[src/cpf_pkg.sv]
package cpf_pkg;
    localparam int CLK_MHZ = 100;
    localparam int CLK_PERIOD_NS = 1000 / CLK_MHZ;
    localparam logic [15:0] PRE_LEN_RST = 16'h000C;
    localparam logic [15:0] PRE_LEN_MIN = 16'h000A;
    localparam logic [3:0] SF_MIN = 4'h5;
    localparam logic [3:0] SF_MAX = 4'hC;
    localparam logic [3:0] SF_HI_FIRST = 4'h7;
    localparam logic [13:0] HDR_SYMS = 14'h0014;
    localparam logic [13:0] CRC_BITS = 14'h0010;
    localparam logic [13:0] HI_SF_EXTRA = 14'h0008;
    localparam logic [7:0] OVH_LO_X4 = 8'h39;
    localparam logic [7:0] OVH_HI_X4 = 8'h31;
    localparam logic [2:0] HDR_CR = 3'h4;
    localparam logic [1:0] HDR_BYTES = 2'h3;
    localparam logic [15:0] CRC_POLY = 16'h1021;
    localparam logic [15:0] CRC_INIT = 16'hFFFF;
    localparam logic [2:0] SCAN_SEL_MAX = 3'h4;
    localparam logic [3:0] BW_SEL_MAX = 4'h9;
    localparam int WORD_W = 13;
    // chip period in clock cycles per bandwidth code, rounded
    localparam logic [15:0] CHIP_CYC [10] = '{
        16'h3204, 16'h257D, 16'h18FE, 16'h12C0, 16'h0C80,
        16'h095F, 16'h0640, 16'h0320, 16'h0190, 16'h00C8
    };
    typedef enum logic [1:0] {
        SEG_PRE = 2'b00,
        SEG_HDR = 2'b01,
        SEG_PAY = 2'b10,
        SEG_CRC = 2'b11
    } cpf_seg_t;
    typedef enum logic [2:0] {
        TX_IDLE = 3'b000,
        TX_PRE = 3'b001,
        TX_HDR = 3'b010,
        TX_PAY = 3'b011,
        TX_CRC = 3'b100
    } cpf_tx_st_t;
    typedef enum logic [1:0] {
        SC_IDLE = 2'b00,
        SC_RUN = 2'b01,
        SC_POST = 2'b10
    } cpf_scan_st_t;
endpackage : cpf_pkg

[src/cpf_stream_if.sv]
`timescale 1ns/10ps
interface cpf_stream_if;
    import cpf_pkg::*;
    logic valid;
    logic ready;
    logic [WORD_W-1:0] data;
    modport src (output valid, output data, input ready);
    modport snk (input valid, input data, output ready);
endinterface : cpf_stream_if
[src/cpf_airtime.sv]
`timescale 1ns/10ps
module cpf_airtime (
    input wire logic sys_clk_i,
    input wire logic sys_rst_i,
    input wire logic start_i,
    input wire logic [3:0] sf_i,
    input wire logic [2:0] cr_i,
    input wire logic packing_i,
    input wire logic implicit_i,
    input wire logic crc_en_i,
    input wire logic [7:0] len_i,
    input wire logic [15:0] pre_len_i,
    output logic done_o,
    output logic [19:0] sym_x4_o
);
    import cpf_pkg::*;
    logic busy_q;
    logic [13:0] num_q;
    logic [13:0] div_q;
    logic [7:0] blk_q;
    logic [19:0] base_q;
    logic [2:0] cr_q;
    wire logic hi_sf = sf_i >= SF_HI_FIRST;
    wire logic [13:0] pos = {3'h0, len_i, 3'h0} + (crc_en_i ? CRC_BITS : 14'h0000)
        + (hi_sf ? HI_SF_EXTRA : 14'h0000) + (implicit_i ? 14'h0000 : HDR_SYMS);
    wire logic [13:0] neg = {8'h00, sf_i, 2'b00};
    wire logic [13:0] num0 = (pos > neg) ? pos - neg : 14'h0000;
    // fewer bits per symbol when packing is on at high factors
    wire logic [3:0] bits_sym = (packing_i && hi_sf) ? sf_i - 4'h2 : sf_i;
    wire logic [19:0] pre_x4 = {2'b00, pre_len_i, 2'b00};
    wire logic [7:0] ovh = hi_sf ? OVH_HI_X4 : OVH_LO_X4;
    wire logic [19:0] blk_x4 = 20'(blk_q * ({2'b00, cr_q} + 5'h04)) << 2;
    always_ff @(posedge sys_clk_i) begin
        if (sys_rst_i) begin
            busy_q <= 1'b0;
            done_o <= 1'b0;
            sym_x4_o <= 20'h00000;
        end else begin
            done_o <= 1'b0;
            if (start_i) begin
                num_q <= num0;
                div_q <= {8'h00, bits_sym, 2'b00};
                blk_q <= 8'h00;
                cr_q <= cr_i;
                base_q <= pre_x4 + {12'h000, ovh};
                busy_q <= 1'b1;
            end else if (busy_q) begin
                // ceiling by repeated subtraction, one block per cycle
                if (num_q != 14'h0000) begin
                    num_q <= (num_q > div_q) ? num_q - div_q : 14'h0000;
                    blk_q <= blk_q + 8'h01;
                end else begin
                    busy_q <= 1'b0;
                    done_o <= 1'b1;
                    sym_x4_o <= base_q + blk_x4;
                end
            end
        end
    end
endmodule : cpf_airtime

[src/cpf_frame_engine.sv]
`timescale 1ns/10ps
// Behaviour
// - preamble defaults to twelve symbols
// - preamble length programmable from 10 to 65535
// - receive preamble search restarts each preamble period
// - frame is preamble, header, payload, optional crc
// - explicit header default, carries length, rate, crc
// - payload crc is sixteen bits
// - header always sent at rate four-eighths
// - header with failed check is discarded
// - implicit mode drops header, both ends agree
// - payload rate from header or host setting
// - symbol lasts two-to-sf chips over bandwidth
// - spreading factor five to twelve
// - symbol count is preamble, overhead, coded blocks
// - packing at sf 7 and up makes block divisor four times sf-2
// - header adds twenty bits only when explicit
// - crc adds sixteen bits only when enabled
// - rate codes one to four mean 4/5..4/8
// - scan detects preamble or data symbols
// - scan lasts 1, 2, 4, 8 or 16 symbols
// - half symbol of post-processing ends the scan
// - activity pulse only if symbols were found
// - packing carries sf minus two bits per symbol at sf 7 and up
module cpf_frame_engine (
    input wire logic sys_clk_i,
    input wire logic sys_rst_i,
    input wire logic [3:0] spreading_factor_i,
    input wire logic [3:0] css_bandwidth_sel_i,
    input wire logic [2:0] coding_rate_sel_i,
    input wire logic low_rate_symbol_packing_i,
    input wire logic implicit_hdr_i,
    input wire logic crc_en_i,
    input wire logic [7:0] pay_len_i,
    input wire logic [15:0] pre_len_i,
    input wire logic pre_len_we_i,
    input wire logic tx_start_i,
    input wire logic pay_valid_i,
    input wire logic [7:0] pay_data_i,
    output logic pay_ready_o,
    output logic tx_valid_o,
    output logic [1:0] tx_seg_o,
    output logic [2:0] tx_cr_o,
    output logic [7:0] tx_data_o,
    input wire logic tx_ready_i,
    output logic tx_busy_o,
    output logic toa_valid_o,
    output logic [19:0] time_on_air_x4_o,
    input wire logic rx_en_i,
    output logic rx_pre_restart_o,
    input wire logic hdr_valid_i,
    input wire logic [7:0] hdr_len_i,
    input wire logic [2:0] hdr_cr_i,
    input wire logic hdr_crc_en_i,
    input wire logic hdr_check_ok_i,
    output logic rx_hdr_accept_o,
    output logic rx_hdr_discard_o,
    output logic [7:0] rx_len_o,
    output logic [2:0] rx_cr_o,
    output logic rx_crc_en_o,
    input wire logic channel_activity_scan_start_i,
    input wire logic [2:0] scan_len_sel_i,
    input wire logic symbol_found_i,
    output logic scan_busy_o,
    output logic scan_done_o,
    output logic scan_detected_o
);
    import cpf_pkg::*;

    function automatic cpf_tx_st_t after_hdr(input logic [7:0] len, input logic crc);
        after_hdr = (len != 8'h00) ? TX_PAY : (crc ? TX_CRC : TX_IDLE);
    endfunction : after_hdr

    function automatic logic [15:0] crc_byte(input logic [15:0] c, input logic [7:0] d);
        logic [15:0] r;
        r = c ^ {d, 8'h00};
        for (int i = 0; i < 8; i++) begin
            r = r[15] ? ((r << 1) ^ CRC_POLY) : (r << 1);
        end
        crc_byte = r;
    endfunction : crc_byte

    cpf_stream_if word_s ();

    cpf_tx_st_t st_q;
    logic [15:0] pre_len_q;
    logic [15:0] cnt_q;
    logic [7:0] len_l_q;
    logic [2:0] cr_l_q;
    logic crc_l_q;
    logic impl_l_q;
    logic [15:0] crc_q;
    logic hold_v_q;
    logic [7:0] hold_q;
    logic [7:0] taken_q;
    logic [1:0] w_seg;
    logic [2:0] w_cr;
    logic [7:0] w_data;
    logic w_valid;

    // preamble length register, floored at the minimum
    always_ff @(posedge sys_clk_i) begin
        if (sys_rst_i) begin
            pre_len_q <= PRE_LEN_RST;
        end else if (pre_len_we_i) begin
            pre_len_q <= (pre_len_i < PRE_LEN_MIN) ? PRE_LEN_MIN : pre_len_i;
        end
    end

    wire logic [3:0] sf_eff = (spreading_factor_i < SF_MIN) ? SF_MIN :
        (spreading_factor_i > SF_MAX) ? SF_MAX : spreading_factor_i;
    wire logic [7:0] hdr_b1 = {3'h0, crc_l_q, 1'b0, cr_l_q};
    wire logic [7:0] hdr_chk = len_l_q ^ hdr_b1;
    wire logic [7:0] hdr_byte = (cnt_q[1:0] == 2'h0) ? len_l_q :
        (cnt_q[1:0] == 2'h1) ? hdr_b1 : hdr_chk;
    wire logic [7:0] crc_out = (cnt_q[0] == 1'b0) ? crc_q[15:8] : crc_q[7:0];

    always_comb begin
        w_valid = 1'b1;
        w_seg = SEG_PRE;
        w_cr = cr_l_q;
        w_data = 8'h00;
        unique case (st_q)
            TX_IDLE: w_valid = 1'b0;
            TX_PRE: w_seg = SEG_PRE;
            TX_HDR: begin
                w_seg = SEG_HDR;
                w_cr = HDR_CR;
                w_data = hdr_byte;
            end
            TX_PAY: begin
                w_valid = hold_v_q;
                w_seg = SEG_PAY;
                w_data = hold_q;
            end
            TX_CRC: begin
                w_seg = SEG_CRC;
                w_data = crc_out;
            end
            default: w_valid = 1'b0;
        endcase
    end

    assign word_s.valid = w_valid;
    assign word_s.data = {w_seg, w_cr, w_data};
    wire logic push = w_valid & word_s.ready;
    wire logic pay_take = pay_valid_i & pay_ready_o;
    wire logic start_ok = tx_start_i & (st_q == TX_IDLE);
    wire logic last_pre = cnt_q == pre_len_q - 16'h0001;
    wire logic last_hdr = cnt_q[1:0] == HDR_BYTES - 2'h1;
    wire logic last_pay = cnt_q[7:0] == len_l_q - 8'h01;
    wire logic [7:0] taken_d = taken_q + {7'h00, pay_take};
    wire logic hold_busy = hold_v_q & ~(push & (st_q == TX_PAY));

    cpf_tx_st_t st_d;
    always_comb begin
        st_d = st_q;
        unique case (st_q)
            TX_IDLE: if (start_ok) st_d = TX_PRE;
            TX_PRE: if (push && last_pre) begin
                st_d = impl_l_q ? after_hdr(len_l_q, crc_l_q) : TX_HDR;
            end
            TX_HDR: if (push && last_hdr) st_d = after_hdr(len_l_q, crc_l_q);
            TX_PAY: if (push && last_pay) st_d = crc_l_q ? TX_CRC : TX_IDLE;
            TX_CRC: if (push && cnt_q[0]) st_d = TX_IDLE;
            default: st_d = TX_IDLE;
        endcase
    end

    always_ff @(posedge sys_clk_i) begin
        if (sys_rst_i) begin
            st_q <= TX_IDLE;
            cnt_q <= 16'h0000;
        end else begin
            st_q <= st_d;
            if (st_d != st_q) begin
                cnt_q <= 16'h0000;
            end else if (push) begin
                cnt_q <= cnt_q + 16'h0001;
            end
        end
    end

    // payload length, rate, crc and header mode are frozen for the whole frame
    always_ff @(posedge sys_clk_i) begin
        if (sys_rst_i) begin
            len_l_q <= 8'h00;
            cr_l_q <= 3'h1;
            crc_l_q <= 1'b0;
            impl_l_q <= 1'b0;
        end else if (start_ok) begin
            len_l_q <= pay_len_i;
            cr_l_q <= coding_rate_sel_i;
            crc_l_q <= crc_en_i;
            impl_l_q <= implicit_hdr_i;
        end
    end

    // one-byte hold keeps the source ready port a flop
    always_ff @(posedge sys_clk_i) begin
        if (sys_rst_i) begin
            hold_v_q <= 1'b0;
            taken_q <= 8'h00;
            pay_ready_o <= 1'b0;
            crc_q <= CRC_INIT;
        end else begin
            if (start_ok) begin
                taken_q <= 8'h00;
                crc_q <= CRC_INIT;
            end else begin
                taken_q <= taken_d;
            end
            if (pay_take) begin
                hold_q <= pay_data_i;
                hold_v_q <= 1'b1;
                crc_q <= crc_byte(crc_q, pay_data_i);
            end else if (push && st_q == TX_PAY) begin
                hold_v_q <= 1'b0;
            end
            pay_ready_o <= (st_d == TX_PAY) && !pay_take && !hold_busy && (taken_d < len_l_q);
        end
    end

    cpf_skid_buf u_buf (
        .sys_clk_i(sys_clk_i),
        .sys_rst_i(sys_rst_i),
        .in_s(word_s),
        .out_valid_o(tx_valid_o),
        .out_data_o({tx_seg_o, tx_cr_o, tx_data_o}),
        .out_ready_i(tx_ready_i)
    );

    always_ff @(posedge sys_clk_i) begin
        if (sys_rst_i) begin
            tx_busy_o <= 1'b0;
        end else begin
            tx_busy_o <= st_d != TX_IDLE;
        end
    end

    cpf_airtime u_toa (
        .sys_clk_i(sys_clk_i),
        .sys_rst_i(sys_rst_i),
        .start_i(start_ok),
        .sf_i(sf_eff),
        .cr_i(coding_rate_sel_i),
        .packing_i(low_rate_symbol_packing_i),
        .implicit_i(implicit_hdr_i),
        .crc_en_i(crc_en_i),
        .len_i(pay_len_i),
        .pre_len_i(pre_len_q),
        .done_o(toa_valid_o),
        .sym_x4_o(time_on_air_x4_o)
    );

    // symbol timer: chip period times two to the spreading factor
    cpf_scan_st_t sc_q;
    logic [27:0] sym_cnt_q;
    logic [15:0] pre_cnt_q;
    logic [4:0] scan_cnt_q;
    logic seen_q;
    wire logic [3:0] bw_idx = (css_bandwidth_sel_i > BW_SEL_MAX) ? BW_SEL_MAX : css_bandwidth_sel_i;
    wire logic [27:0] sym_cyc = {12'h000, CHIP_CYC[bw_idx]} << sf_eff;
    wire logic [27:0] half_cyc = sym_cyc >> 1;
    wire logic scan_go = channel_activity_scan_start_i & (sc_q == SC_IDLE);
    wire logic sym_tick = sym_cnt_q == sym_cyc - 28'h0000001;
    wire logic timer_on = rx_en_i | (sc_q != SC_IDLE);
    wire logic [2:0] scan_sel = (scan_len_sel_i > SCAN_SEL_MAX) ? SCAN_SEL_MAX : scan_len_sel_i;
    wire logic [4:0] scan_syms = 5'h01 << scan_sel;
    wire logic post_end = (sc_q == SC_POST) && (sym_cnt_q >= half_cyc - 28'h0000001);

    always_ff @(posedge sys_clk_i) begin
        if (sys_rst_i || !timer_on || scan_go || sym_tick || post_end) begin
            sym_cnt_q <= 28'h0000000;
        end else begin
            sym_cnt_q <= sym_cnt_q + 28'h0000001;
        end
    end

    always_ff @(posedge sys_clk_i) begin
        if (sys_rst_i || !rx_en_i) begin
            pre_cnt_q <= 16'h0000;
            rx_pre_restart_o <= 1'b0;
        end else begin
            rx_pre_restart_o <= 1'b0;
            if (sym_tick) begin
                if (pre_cnt_q >= pre_len_q - 16'h0001) begin
                    pre_cnt_q <= 16'h0000;
                    rx_pre_restart_o <= 1'b1;
                end else begin
                    pre_cnt_q <= pre_cnt_q + 16'h0001;
                end
            end
        end
    end

    always_ff @(posedge sys_clk_i) begin
        if (sys_rst_i) begin
            sc_q <= SC_IDLE;
            scan_cnt_q <= 5'h00;
            seen_q <= 1'b0;
            scan_busy_o <= 1'b0;
            scan_done_o <= 1'b0;
            scan_detected_o <= 1'b0;
        end else begin
            scan_done_o <= 1'b0;
            scan_detected_o <= 1'b0;
            unique case (sc_q)
                SC_IDLE: if (scan_go) begin
                    sc_q <= SC_RUN;
                    scan_cnt_q <= 5'h00;
                    seen_q <= 1'b0;
                    scan_busy_o <= 1'b1;
                end
                SC_RUN: begin
                    seen_q <= seen_q | symbol_found_i;
                    if (sym_tick) begin
                        scan_cnt_q <= scan_cnt_q + 5'h01;
                        if (scan_cnt_q == scan_syms - 5'h01) sc_q <= SC_POST;
                    end
                end
                SC_POST: if (post_end) begin
                    sc_q <= SC_IDLE;
                    scan_busy_o <= 1'b0;
                    scan_done_o <= 1'b1;
                    scan_detected_o <= seen_q;
                end
                default: sc_q <= SC_IDLE;
            endcase
        end
    end

    // header received: implicit mode takes host settings instead
    always_ff @(posedge sys_clk_i) begin
        if (sys_rst_i) begin
            rx_hdr_accept_o <= 1'b0;
            rx_hdr_discard_o <= 1'b0;
            rx_len_o <= 8'h00;
            rx_cr_o <= 3'h1;
            rx_crc_en_o <= 1'b0;
        end else begin
            rx_hdr_accept_o <= 1'b0;
            rx_hdr_discard_o <= 1'b0;
            if (implicit_hdr_i) begin
                rx_len_o <= pay_len_i;
                rx_cr_o <= coding_rate_sel_i;
                rx_crc_en_o <= crc_en_i;
            end else if (hdr_valid_i) begin
                if (hdr_check_ok_i) begin
                    rx_hdr_accept_o <= 1'b1;
                    rx_len_o <= hdr_len_i;
                    rx_cr_o <= hdr_cr_i;
                    rx_crc_en_o <= hdr_crc_en_i;
                end else begin
                    rx_hdr_discard_o <= 1'b1;
                end
            end
        end
    end
endmodule : cpf_frame_engine

[src/cpf_skid_buf.sv]
`timescale 1ns/10ps
module cpf_skid_buf (
    input wire logic sys_clk_i,
    input wire logic sys_rst_i,
    cpf_stream_if.snk in_s,
    output logic out_valid_o,
    output logic [cpf_pkg::WORD_W-1:0] out_data_o,
    input wire logic out_ready_i
);
    import cpf_pkg::*;
    logic head_v_q;
    logic tail_v_q;
    logic [WORD_W-1:0] head_q;
    logic [WORD_W-1:0] tail_q;
    wire logic pop = head_v_q & out_ready_i;
    // tail full blocks the writer, so push and a full tail never meet
    wire logic push = in_s.valid & ~tail_v_q;
    assign in_s.ready = ~tail_v_q;
    assign out_valid_o = head_v_q;
    assign out_data_o = head_q;
    always_ff @(posedge sys_clk_i) begin
        if (sys_rst_i) begin
            head_v_q <= 1'b0;
            tail_v_q <= 1'b0;
        end else if (tail_v_q) begin
            if (pop) begin
                head_q <= tail_q;
                tail_v_q <= 1'b0;
            end
        end else if (push) begin
            if (!head_v_q || pop) begin
                head_q <= in_s.data;
                head_v_q <= 1'b1;
            end else begin
                tail_q <= in_s.data;
                tail_v_q <= 1'b1;
            end
        end else if (pop) begin
            head_v_q <= 1'b0;
        end
    end
endmodule : cpf_skid_buf

[config.mk]
export PLATFORM = sky130hd
export DESIGN_NAME = cpf_frame_engine
export DESIGN_NICKNAME = d
export VERILOG_FILES = /design/src/cpf_pkg.sv /design/src/cpf_stream_if.sv /design/src/cpf_airtime.sv /design/src/cpf_frame_engine.sv /design/src/cpf_skid_buf.sv
export SDC_FILE = /design/constraint.sdc
export NUM_CORES = 1
export LEC_CHECK = 0
export BUFFER_PORTS_ARGS = -buffer_cell sky130_fd_sc_hd__buf_2
export CORE_MARGIN = 2
export CORE_UTILIZATION = 50
export DETAILED_ROUTE_END_ITERATION = 16
export PLACE_DENSITY = 0.68
export SYNTH_ARGS = -nofsm -noshare
export SYNTH_HDL_FRONTEND = slang
export SYNTH_SLANG_ARGS = --single-unit
[constraint.sdc]
create_clock -name sys_clk_i -period 8.34 [get_ports sys_clk_i]
set_input_delay 0 -clock sys_clk_i [delete_from_list [all_inputs] [get_ports sys_clk_i]]
set_output_delay 0 -clock sys_clk_i [all_outputs]
set_load 0.05 [all_outputs]
==> results of run 1 <==
==> kinds of logic after synthesis <==
group | after synthesis | share of synthesized area, %
AO/OA/AOI/OAI | 379 | 14.7
XOR/XNOR | 230 | 12.4
buffers and inverters | 196 | 4.45
AND/OR/NAND/NOR | 711 | 20.6
other | 2 | 0.0435
multiplexers | 71 | 4.87
adder cells (fa/ha/maj) | 130 | 9.91
flip-flops | 246 | 33.1
==> report_power, final <==
part	switching (mW)	internal (mW)
clock network	0.508	0.694
registers	0.0456	1.28
logic	0.447	0.340
total	1.00	2.31
==> cell usage after synthesis, types with 35 or more instances <==
master    number  share of area, %
dfxtp_1      168                19
xnor2_1      138               7.0
a21oi_1      121               3.5
nand2_1      143               3.1
and2_1        40               1.5
nor3_1        50               1.5
edfxtp_1      78                14
nor2_1       204               4.4
ha_1         119               8.6
o21ai_0       47               1.4
nand3_1       72               2.1
nand4_1       35               1.3
xor2_1        83               4.2
clkbuf_1      83               1.8
inv_1         86               1.9
==> registers in the layout, indices dropped and copies added, names as in the netlist, 5 cells and up <==
signal / count
len_l_q: 8
taken_q: 8
crc_q: 16
scan_cnt_q: 5
cnt_q: 16
u_buf.out_data_o: 13
hold_q: 8
rx_len_o: 8
sym_cnt_q: 28
pre_cnt_q: 16
u_buf.tail_q: 13
u_toa.num_q: 12
u_toa.sym_x4_o: 19
pre_len_q: 16
u_toa.blk_q: 8
u_toa.base_q: 17
==> final cells by class <==
| type | instances | area (sq um) | share of cell area [%] |
|---|---|---|---|
| Multi-Input combinational cell | 1532 | 10800 | 54.4 |
| Sequential cell | 246 | 5710 | 28.7 |
| Timing Repair Buffer | 223 | 1580 | 7.96 |
| Clock buffer | 36 | 781 | 3.92 |
| Tap cell | 455 | 569 | 2.86 |
| Inverter | 87 | 327 | 1.64 |
| Clock inverter | 14 | 120 | 0.603 |
| Antenna cell | 1 | 2.50 | 0.0126 |
==> worst max-delay path, cell delays in order <==
cell and delay [ps]:
buf_2 240, or2_2 370, a21oi_1 320, inv_1 140, ha_1 290, mux2_2 320
a21o_1 220, nor3_1 320, o31ai_1 150, or4b_4 570, a211oi_1 430, nand2_1 150
o31ai_1 260, ha_1 280, a21o_1 180, a21o_1 170, a21o_1 180, a2111oi_0 510
and4b_1 300, a221oi_1 80, a221oi_1 520, a211o_1 200, nand3b_1 80, buf_4 250
nor2_1 140
==> metal layers <==
| layer | GRT usage (%) | share of wire (%) | up-vias |
|---|---|---|---|
| li1 | - | - | 7296 |
| met1 | 36.4 | 47 | 7119 |
| met2 | 41.2 | 45 | 444 |
| met3 | 2.84 | 5.9 | 88 |
| met4 | 7.22 | 2.5 | 0 |
| met5 | 0 | 0 | - |
==> per-stage QoR <==
step | setup WS [ps] | utilization, %
finish | 2140 | 58.1
global placement | 1820 | 52.9
detailed placement | 1670 | 52.9
floorplan | 2160 | -
global route | 1350 | 58.1
CTS | 2240 | 58.1
==> timing repair <==
action | CTS | global route
endpoints found under the setup margin | 0 | 0
hold buffers | 88 | 0
endpoints found under the hold margin | 80 | 0
==> how the worst min path moves through the flow <==
stage / startpoint / slack, ps / cells after the start / endpoint
final: scan_len_sel_i[1] / 50 / 6 / sc_q[1]
after detailed placement: pay_data_i[3] / 210 / 1 / hold_q[3]
after global routing: scan_len_sel_i[1] / 60 / 6 / sc_q[1]
after floorplan: pay_data_i[0] / 100 / 0 / hold_q[0]
after CTS: scan_len_sel_i[1] / 0.2 / 6 / sc_q[1]
after global placement: pay_data_i[2] / 210 / 1 / hold_q[2]
==> results.md, run 1 <==
* Outcome: complete, no violations
* Postcts setup bufs at 0
* Number of synthesized flops with an enable pin at between 70 and 80
* CTS tree: built
* Slew Limit Fails at 0
* Number of routed nets with antenna violations at 0
* Total CTS buffers at 27
* DP Area at around 0.018 sq mm
* Layout cells sized above 1 at between 10% and 20%
* Vias in the first global route at between 10000 and 15000
* Worst reg2reg startpoint: u_toa.cr_q[2]
* CP arrival at ~6700 ps
* Largest net degree at the start of global routing at about 80
* Library cells used by synthesis at 90
* Finished Layout Cells at between 2000 and 3000
* Overall power at about 3.3 mW
* Max-cap violations at 0
* Tot GR Track Use at between 20% and 30%
* Starting Density at approximately 50%
* PortBufs at roughly 130
* Hold Fails Final Rpt at 0
* Mapped cell area at about 0.017 sq mm
* FP Rows at between 60 and 70
* Synth Area per Inst at slightly below 9 sq um
* CP startpoint: css_bandwidth_sel_i[2]
* Reg2reg path depth at 19
* Avg WL per Cell at 17.9 um
* Crit path time final at approximately 6200 ps
* Top Ports at between 100 and 150
* DRC at 0
* CTS Root Cell: clkbuf_16
* Worst-Margin Slew at 1290 ps
* Post-synth ARST share at 0%
* PD cells at ~170 mW/mm^2
* Starting DRC count in detailed routing at around 1100
* Chip height at 190 um
* Layout fillers at between 3000 and 4000
* Critical path class: primary input to flop
* Area growth, synth to finish at 15.4%
* Syn Inst Count at approximately 2000
* Initial antenna violation count at 1
* WP data required at 8830 ps
* Leak at between 7 and 8 nW
* CTS Sinks at around 250
* VDD IR max at ~150 uV
* Max Freq at 161 MHz
* Unrepaired setup endpoints after global routing: false
* Final Hold Slack at 45.9 ps
* CP endpoint: sym_cnt_q[22]
* Die width at ~190 um
* HP Class: primary input to flop
* Most used DFF post-synth: dfxtp_1
* R2R Setup Slk at approximately 3400 ps
* Dpl cells at approximately 2500
* CP Launch Type: primary input
* Reg-to-reg endpoint: u_toa.sym_x4_o[17]
* Drt pass-1 iters at 6
* Die footprint at roughly 0.036 sq mm
* Commonest non-fill, non-tap cell in the layout: nor2_1
* Routability Congestion at just over 0.9
* Final wirelength at 46.4 mm
* Endpoint class of the critical path: flop
* Post-layout nets at between 2000 and 2500
* Commonest non-fill, non-tap cells in the layout: 203 x nor2_1, 168 x dfxtp_1, 143 x nand2_1
* Post-DR vias/cell at slightly below 6
* Slew HR at a little over an eighth
* Seq cells post-synth at approximately 250
* Clk_lat worst skew at about 560 ps
* H-tree depth at 1
* Post-CTS resize count at 0
* Final instance area at approximately 0.020 sq mm
* Vias at about 15000
* Clock Skews at about 11 ps
* Syn. warnings at 0
* Worst-path fanout max at 28
* Total grt overflow at 0
* Core Box Area at roughly 0.034 sq mm
* Clk buf depth at 3
* Clk slew on worst S/H paths at around 60 ps
* First-pass GRT wire length at 75.1 mm
* Fin crit share at between 70% and 80%
* Sequential share of the synthesized area at about 33%
* Setup TNS at 0 ps
* Post-detail-place hpwl at around 34 mm
* # setup viols final at 0
Note: power is estimated with default switching activity, not from simulation.
==> run 2: changes to the inputs <==
==> constraint.sdc (replaced) <==
create_clock -name sys_clk_i -period 5.8 [get_ports sys_clk_i]
set_input_delay 0 -clock sys_clk_i [delete_from_list [all_inputs] [get_ports sys_clk_i]]
set_output_delay 0 -clock sys_clk_i [all_outputs]
set_load 0.05 [all_outputs]
==> run 2 against run 1 <==
Wire length is 2.0% higher; via count is 1.2% higher; core utilization increased by 1.3 points; critical endpoint is now sym_cnt_q[13]; clock skew grew 6.4 ps; hold slack lost 14 ps; highest routed layer unchanged.
==> results.md, run 2 (synthesis gave the netlist of run 1 again) <==
* DP Area at 0.0184 sq mm (was 0.0181 sq mm)
* Clk_lat worst skew at 580 ps (was 560 ps)
* Number of routed nets with antenna violations at 0 (unchanged)
* Layout cells sized above 1 at 13.7% (was 12.1%)
* Overall power at 4.88 mW (was 3.31 mW)
* Clock Skews at 17.9 ps (was 11.5 ps)
* Chip height at 190 um (unchanged)
* CP Launch Type: primary input (unchanged)
* Crit-path leading delay family: compound AO/OA/AOI/OAI gates (unchanged)
* Crit-path max cell delay at 570 ps (about the same)
* Outcome: complete, no violations (unchanged)
* Initial antenna violation count at 0 (was 1)
* Vias in the first global route at 14700 (was 14500)
* Starting Density at 50.3% (unchanged)
* Post-layout nets at 2364 (was 2319)
* Area growth, synth to finish at 18.0% (was 15.4%)
* CTS Root Cell: clkbuf_16 (unchanged)
* Top Ports at 127 (unchanged)
* Post-route setup slack at 554 ps (was 2140 ps)
* Commonest non-fill, non-tap cell in the layout: nor2_1 (unchanged)
* Top cell by count, worst path: ha_1 (was a21o_1)
* Clk buf depth at 3 (unchanged)
* Leak at 8.17 nW (was 7.91 nW)
* Largest net degree at the start of global routing at 65 (was 82)
* Die footprint at 0.0360 sq mm (unchanged)
* H-tree depth at 1 (unchanged)
* Setup TNS at 0 ps (unchanged)
* Crit path time final at ~5200 ps
* Largest Register: sym_cnt_q (unchanged)
* R2R Setup Slk at 820 ps (was 3360 ps)
* WP data required at 6300 ps (was 8830 ps)
* PortBufs at 125 (unchanged)
* Core Box Area at 0.0343 sq mm (unchanged)
* Setup WS pre-CTS at -81.2 ps (was 1670 ps)
* Slew HR at 21.5% (was 13.2%)
* Max Freq at roughly 190 MHz
* Largest registers: sym_cnt_q x28, u_toa.sym_x4_o x19, u_toa.base_q x17 (unchanged)
* Slew Limit Fails at 0 (unchanged)
* Final instance area at 0.0204 sq mm (was 0.0199 sq mm)
* Drt pass-1 iters at 8 (was 6)
* PD cells at 240 mW/mm^2 (was 166 mW/mm^2)
* Max FFs per register at 28 (unchanged)
* CP max-delay cell: or4b_4 (unchanged)
* Postcts setup bufs at 0 (unchanged)
* Hold Fails Final Rpt at 0 (unchanged)
* FP Rows at 68 (unchanged)
* Unrepaired setup endpoints after global routing: false (unchanged)
* Worst-Margin Slew at 1180 ps (was 1290 ps)
* HP Class: primary input to flop (unchanged)
* Starting DRC count in detailed routing at 1031 (was 1055)
* Clk slew on worst S/H paths at 60 ps (about the same)
* Tot GR Track Use at 26.3% (was 25.6%)
* Total CTS buffers at 28 (was 27)
* Post-detail-place hpwl at 35.1 mm (was 34.3 mm)
* Layout fillers at 2987 (was 3043)
* Post-DR vias/cell at 5.73 (was 5.76)
* N_diodes at 0 (was 1)
* Total grt overflow at 0 (unchanged)
* Avg WL per Cell at 17.9 um (about the same)
* Endpoint class of the critical path: flop (unchanged)
* Die width at 190 um (unchanged)
* Routability Congestion at 0.946 (was 0.926)
* Worst path cell trace: buf_2 -> or2_2 -> a21oi_1 -> inv_1 -> ha_1 -> mux2i_1 -> o21a_1 -> a211oi_1 -> or3_1 -> or4b_4 -> buf_4 -> a2111oi_0 -> nand2_1 -> xnor2_1 -> ha_1 -> a21o_1 -> a2111oi_2 -> and4b_1 -> a221oi_1 -> a221oi_2 -> a211o_1 -> nand3b_1 -> buf_12 -> nor2b_1
* Commonest non-fill, non-tap cells in the layout: 203 x nor2_1, 168 x dfxtp_1, 143 x nand2_1 (unchanged)
* Final wirelength at 47.3 mm (was 46.4 mm)
* Vias at 15100 (was 14900)
* Max-cap violations at 0 (unchanged)
* # setup viols final at 0 (unchanged)
* VDD IR max at 241 uV (was 146 uV)
* CTS Sinks at 246 (unchanged)
* Critical path class: primary input to flop (unchanged)
* Worst-path fanout max at 28 (unchanged)
* Fin crit share at between 90 and 100%
* DRC at 0 (unchanged)
* Crit path buf inv count at 4 (was 3)
* CP arrival at 5740 ps (was 6690 ps)
* CTS tree: built (unchanged)
* First-pass GRT wire length at 76.9 mm (was 75.1 mm)
[run 2: cell types whose count changed in the layout (fill, tap and decap cells not counted), sizes merged]
cell | before | now
clkbuf | 36 | 42
dlygate4sd3 | 88 | 95
clkinvlp | 1 | 0
diode | 1 | 0
bufinv | 1 | 0
clkinv | 9 | 7
buf | 135 | 172
[run 2: what timing repair did]
| item | CTS | global route |
|---|---|---|
| hold buffers | 95 | 0 |
| endpoints found under the hold margin | 83 | 0 |
| resized for setup | 0 | 1 |
| endpoints found under the setup margin | 0 | 1 |
[run 2: final timing paths]
check,start,to,cells past startpoint
hold reg to reg,u_toa.sym_x4_o[15],u_toa.sym_x4_o[15],2
setup / recovery,css_bandwidth_sel_i[2],sym_cnt_q[13],24
setup reg to reg,u_toa.cr_q[2],u_toa.sym_x4_o[17],19
hold / removal,pre_len_we_i,pre_len_q[2],3
[run 2: worst register-to-register path: stages, from the launching register on]
cell and delay, ps:
edfxtp_1 570, mux2_2 380, ha_1 270, inv_1 50, fa_1 600, inv_1 60, ha_1 280, a21o_1 180
a21oi_1 230, o21bai_1 100, a21oi_1 240, xnor2_1 150, ha_1 280, nor2b_1 150, o21a_1 190, o41a_1 340
a31o_2 270, and3_1 200, xnor2_1 140, a211oi_1 220
[run 2: final cells by class]
class | instances | area (sq um) | share of cell area (%)
Inverter | 87 | 327 | 1.60
Sequential cell | 246 | 5710 | 28.0
Timing Repair Buffer | 267 | 1940 | 9.55
Multi-Input combinational cell | 1532 | 10800 | 53.3
Clock buffer | 42 | 875 | 4.30
Clock inverter | 10 | 90.1 | 0.443
Tap cell | 455 | 569 | 2.80
[run 2: per-layer routing]
layer,GRT usage (%),share of wire [%]
met1,35.9,46
met2,43.6,46
met3,3.21,4.9
met4,8.23,3.1
met5,0,0
[run 2: where the power goes]
| part | total, mW | switching (mW) | internal (mW) | leakage (nW) |
|---|---|---|---|---|
| clock | 1.81 | 0.761 | 1.05 | 0.481 |
| combinational | 1.17 | 0.656 | 0.516 | 5.61 |
| sequential | 1.90 | 0.0647 | 1.84 | 2.08 |
| total | 4.88 | 1.48 | 3.40 | 8.17 |
[run 2: through the flow]
step                      hold slack [ps]  utilization [%]  cells
after floorplan                      98.9                -   1974
after detailed placement              212             53.8   2492
after CTS                           0.623             59.3   2639
after global placement                212             53.8   2492
final                                31.7             59.4   2639
after global routing                 49.6             59.4   2639
==> run 3: changes to the inputs <==
--- a/config.mk
+++ b/config.mk
@@ -7,9 +7,8 @@
 export LEC_CHECK = 0
 export BUFFER_PORTS_ARGS = -buffer_cell sky130_fd_sc_hd__buf_2
 export CORE_MARGIN = 2
-export CORE_UTILIZATION = 50
+export CORE_UTILIZATION = 38
 export DETAILED_ROUTE_END_ITERATION = 16
-export PLACE_DENSITY = 0.68
 export SYNTH_ARGS = -nofsm -noshare
 export SYNTH_HDL_FRONTEND = slang
 export SYNTH_SLANG_ARGS = --single-unit
==> run 3 against run 2 <==
Register-to-register slack about the same; combinational power about the same; clock skew increased by 12 ps; sequential power about the same; highest routed layer unchanged; critical path type unchanged; largest power group is now clock; count of clock-buffer cells in the layout decreased by 2; core utilization decreased by 13 points; global-route usage decreased by 5.8 points; critical path depth increased by 2; non-clock buffer count increased by 10; power increased by 4.0%.
==> results.md, run 3 (synthesis gave the netlist of run 1 again) <==
* Int Pwr at 3.58 mW (was 3.40 mW)
* Setup WS pre-CTS at 78.3 ps (was -81.2 ps)
* Setup TNS at 0 ps (unchanged)
* Vias in the first global route at 15100 (was 14700)
* Die footprint at 0.0471 sq mm (was 0.0360 sq mm)
* Switching share of power at 29.5% (was 30.3%)
* VDD IR max at 264 uV (was 241 uV)
* Slew HR at 22.4% (was 21.5%)
* Routability Congestion at 0.919 (was 0.946)
* Chip height at 217 um (was 190 um)
* First-pass GRT wire length at 79.0 mm (was 76.9 mm)
* Clock Power Share at 39.2% (was 37.1%)
* N_diodes at 0 (unchanged)
* R2R Setup Slk at 810 ps (was 820 ps)
* Max FFs per register at 28 (unchanged)
* Clk_lat worst skew at 590 ps (was 580 ps)
* Net Sw Power at 1.50 mW (was 1.48 mW)
* Max Freq at 191 MHz (about the same)
* Clk buf depth at 3 (unchanged)
* Number of routed nets with antenna violations at 0 (unchanged)
* PortBufs at 125 (unchanged)
* Layout cells sized above 1 at 13.7% (about the same)
* CP arrival at 5720 ps (was 5740 ps)
* Postcts setup bufs at 0 (unchanged)
* H-tree depth at 1 (unchanged)
* Dpl cells at 2638 (was 2492)
* Area growth, synth to finish at 20.2% (was 18.0%)
* Commonest non-fill, non-tap cell in the layout: nor2_1 (unchanged)
* Drt pass-1 iters at 5 (was 8)
* Slew Limit Fails at 0 (unchanged)
* Starting DRC count in detailed routing at 957 (was 1031)
* WP data required at 6290 ps (was 6300 ps)
* CTS Sinks at 246 (unchanged)
* # setup viols final at 0 (unchanged)
* Die width at 217 um (was 190 um)
* PD cells at 245 mW/mm^2 (was 240 mW/mm^2)
* Logic pwr share at 23.3% (was 24.0%)
* Overall power at 5.08 mW (was 4.88 mW)
* CP Launch Type: primary input (unchanged)
* HP Class: primary input to flop (unchanged)
* Largest registers: sym_cnt_q x28, u_toa.sym_x4_o x19, u_toa.base_q x17 (unchanged)
* Commonest non-fill, non-tap cells in the layout: 203 x nor2_1, 168 x dfxtp_1, 143 x nand2_1 (unchanged)
* Critical path class: primary input to flop (unchanged)
* Unrepaired setup endpoints after global routing: false (unchanged)
* Total grt overflow at 0 (unchanged)
* Tot GR Track Use at 20.4% (was 26.3%)
* Worst-Margin Slew at 1160 ps (was 1180 ps)
* Post-route setup slack at 574 ps (was 554 ps)
* Endpoint class of the critical path: flop (unchanged)
* Vias at 15100 (about the same)
* Largest net degree at the start of global routing at 57 (was 65)
* Hold Fails Final Rpt at 0 (unchanged)
* Reg power frac at 37.5% (was 38.9%)
* Avg WL per Cell at 17.3 um (was 17.9 um)
* Finished Layout Cells at 2797 (was 2639)
* Post-DR vias/cell at 5.39 (was 5.73)
* Initial antenna violation count at 0 (unchanged)
* Largest Register: sym_cnt_q (unchanged)
* Outcome: complete, no violations (unchanged)
* Worst-path fanout max at 28 (unchanged)
* Top Ports at 127 (unchanged)
* DRC at 0 (unchanged)
* Post-layout nets at 2376 (was 2364)
* FP Rows at 78 (was 68)
* Core Box Area at 0.0451 sq mm (was 0.0343 sq mm)
* Crit path time final at 5230 ps (was 5250 ps)
* Leak at 8.27 nW (was 8.17 nW)
* Fin crit share at 90.1% (was 90.5%)
* CTS tree: built (unchanged)
* Max-cap violations at 0 (unchanged)
* Starting Density at 38.3% (was 50.3%)
* Final wirelength at 48.3 mm (was 47.3 mm)
* Final Hold Slack at 118 ps (was 31.7 ps)
* Total CTS buffers at 30 (was 28)
* CTS Root Cell: clkbuf_16 (unchanged)
* Post-detail-place hpwl at 36.1 mm (was 35.1 mm)
* Clk slew on worst S/H paths at 60 ps (about the same)
* Clock Skews at 30.2 ps (was 17.9 ps)
==> run 3: worst max-delay path: stages <==
cell       delay [ps]
buf_2             100
or2_2             300
a21oi_1           320
inv_1             150
ha_1              290
mux2i_1           180
o21a_1            130
a211oi_1           80
or3_1             430
or4b_4            580
a211oi_2          270
nand2_1           120
o31ai_1           260
ha_1              280
a21o_1            180
a21o_1            170
a21o_1            180
a2111oi_1         270
buf_4             180
and4b_1           180
a221oi_1          110
a221oi_2          340
a211o_1           170
nand3b_1          120
buf_12            190
nor2b_1           150
==> run 3: cell type report <==
type,count,area [sq um]
Fill cell,4385,24400
Multi-Input combinational cell,1532,10800
Clock inverter,15,216
Sequential cell,246,5710
Clock buffer,40,860
Timing Repair Buffer,277,2040
Tap cell,600,751
Inverter,87,327
==> run 3: repair_timing <==
| action | 4_1_cts | 5_1_grt |
|---|---|---|
| endpoints found under the hold margin | 78 | 0 |
| hold buffers | 104 | 0 |
| resized for setup | 0 | 0 |
==> run 3: final timing paths <==
| check | from | endpoint | depth (start not counted) |
|---|---|---|---|
| max reg2reg | u_toa.cr_q[2] | u_toa.sym_x4_o[17] | 19 |
| min reg2reg | u_toa.sym_x4_o[14] | u_toa.sym_x4_o[14] | 2 |
| max | css_bandwidth_sel_i[2] | sym_cnt_q[13] | 26 |
| min | hdr_valid_i | rx_len_o[2] | 4 |
==> run 3: layer usage <==
metal  global-route usage (%)  wire length [um]  vias to the layer above  share of wire [%]
met3                     2.66              2530                       62                5.2
met2                     33.4             21600                      408                 45
li1                         -                 -                     7423                  -
met4                     5.25               997                        0                2.1
met5                        0                 0                        -                  0
met1                     28.5             23200                     7181                 48
==> run 3: power groups by stage <==
| stage | Combinational, mW | Sequential (mW) | Clock, mW |
|---|---|---|---|
| 6_report | 1.18 | 1.90 | 1.99 |
| 5_1_grt | 1.32 | 1.91 | 2.09 |
| 4_1_cts | 1.18 | 1.90 | 2.03 |
| 3_5_place_dp | 1.11 | 1.94 | 0 |
| 3_3_place_gp | 1.10 | 1.94 | 0 |
| 2_1_floorplan | 0.815 | 1.94 | 0 |
==> run 3: through the flow <==
step	area, sq um	util (%)
finish	20700	46.0
global route	20700	46.0
floorplan	17300	-
detailed placement	18600	41.3
global placement	18600	41.3
CTS	20700	46.0
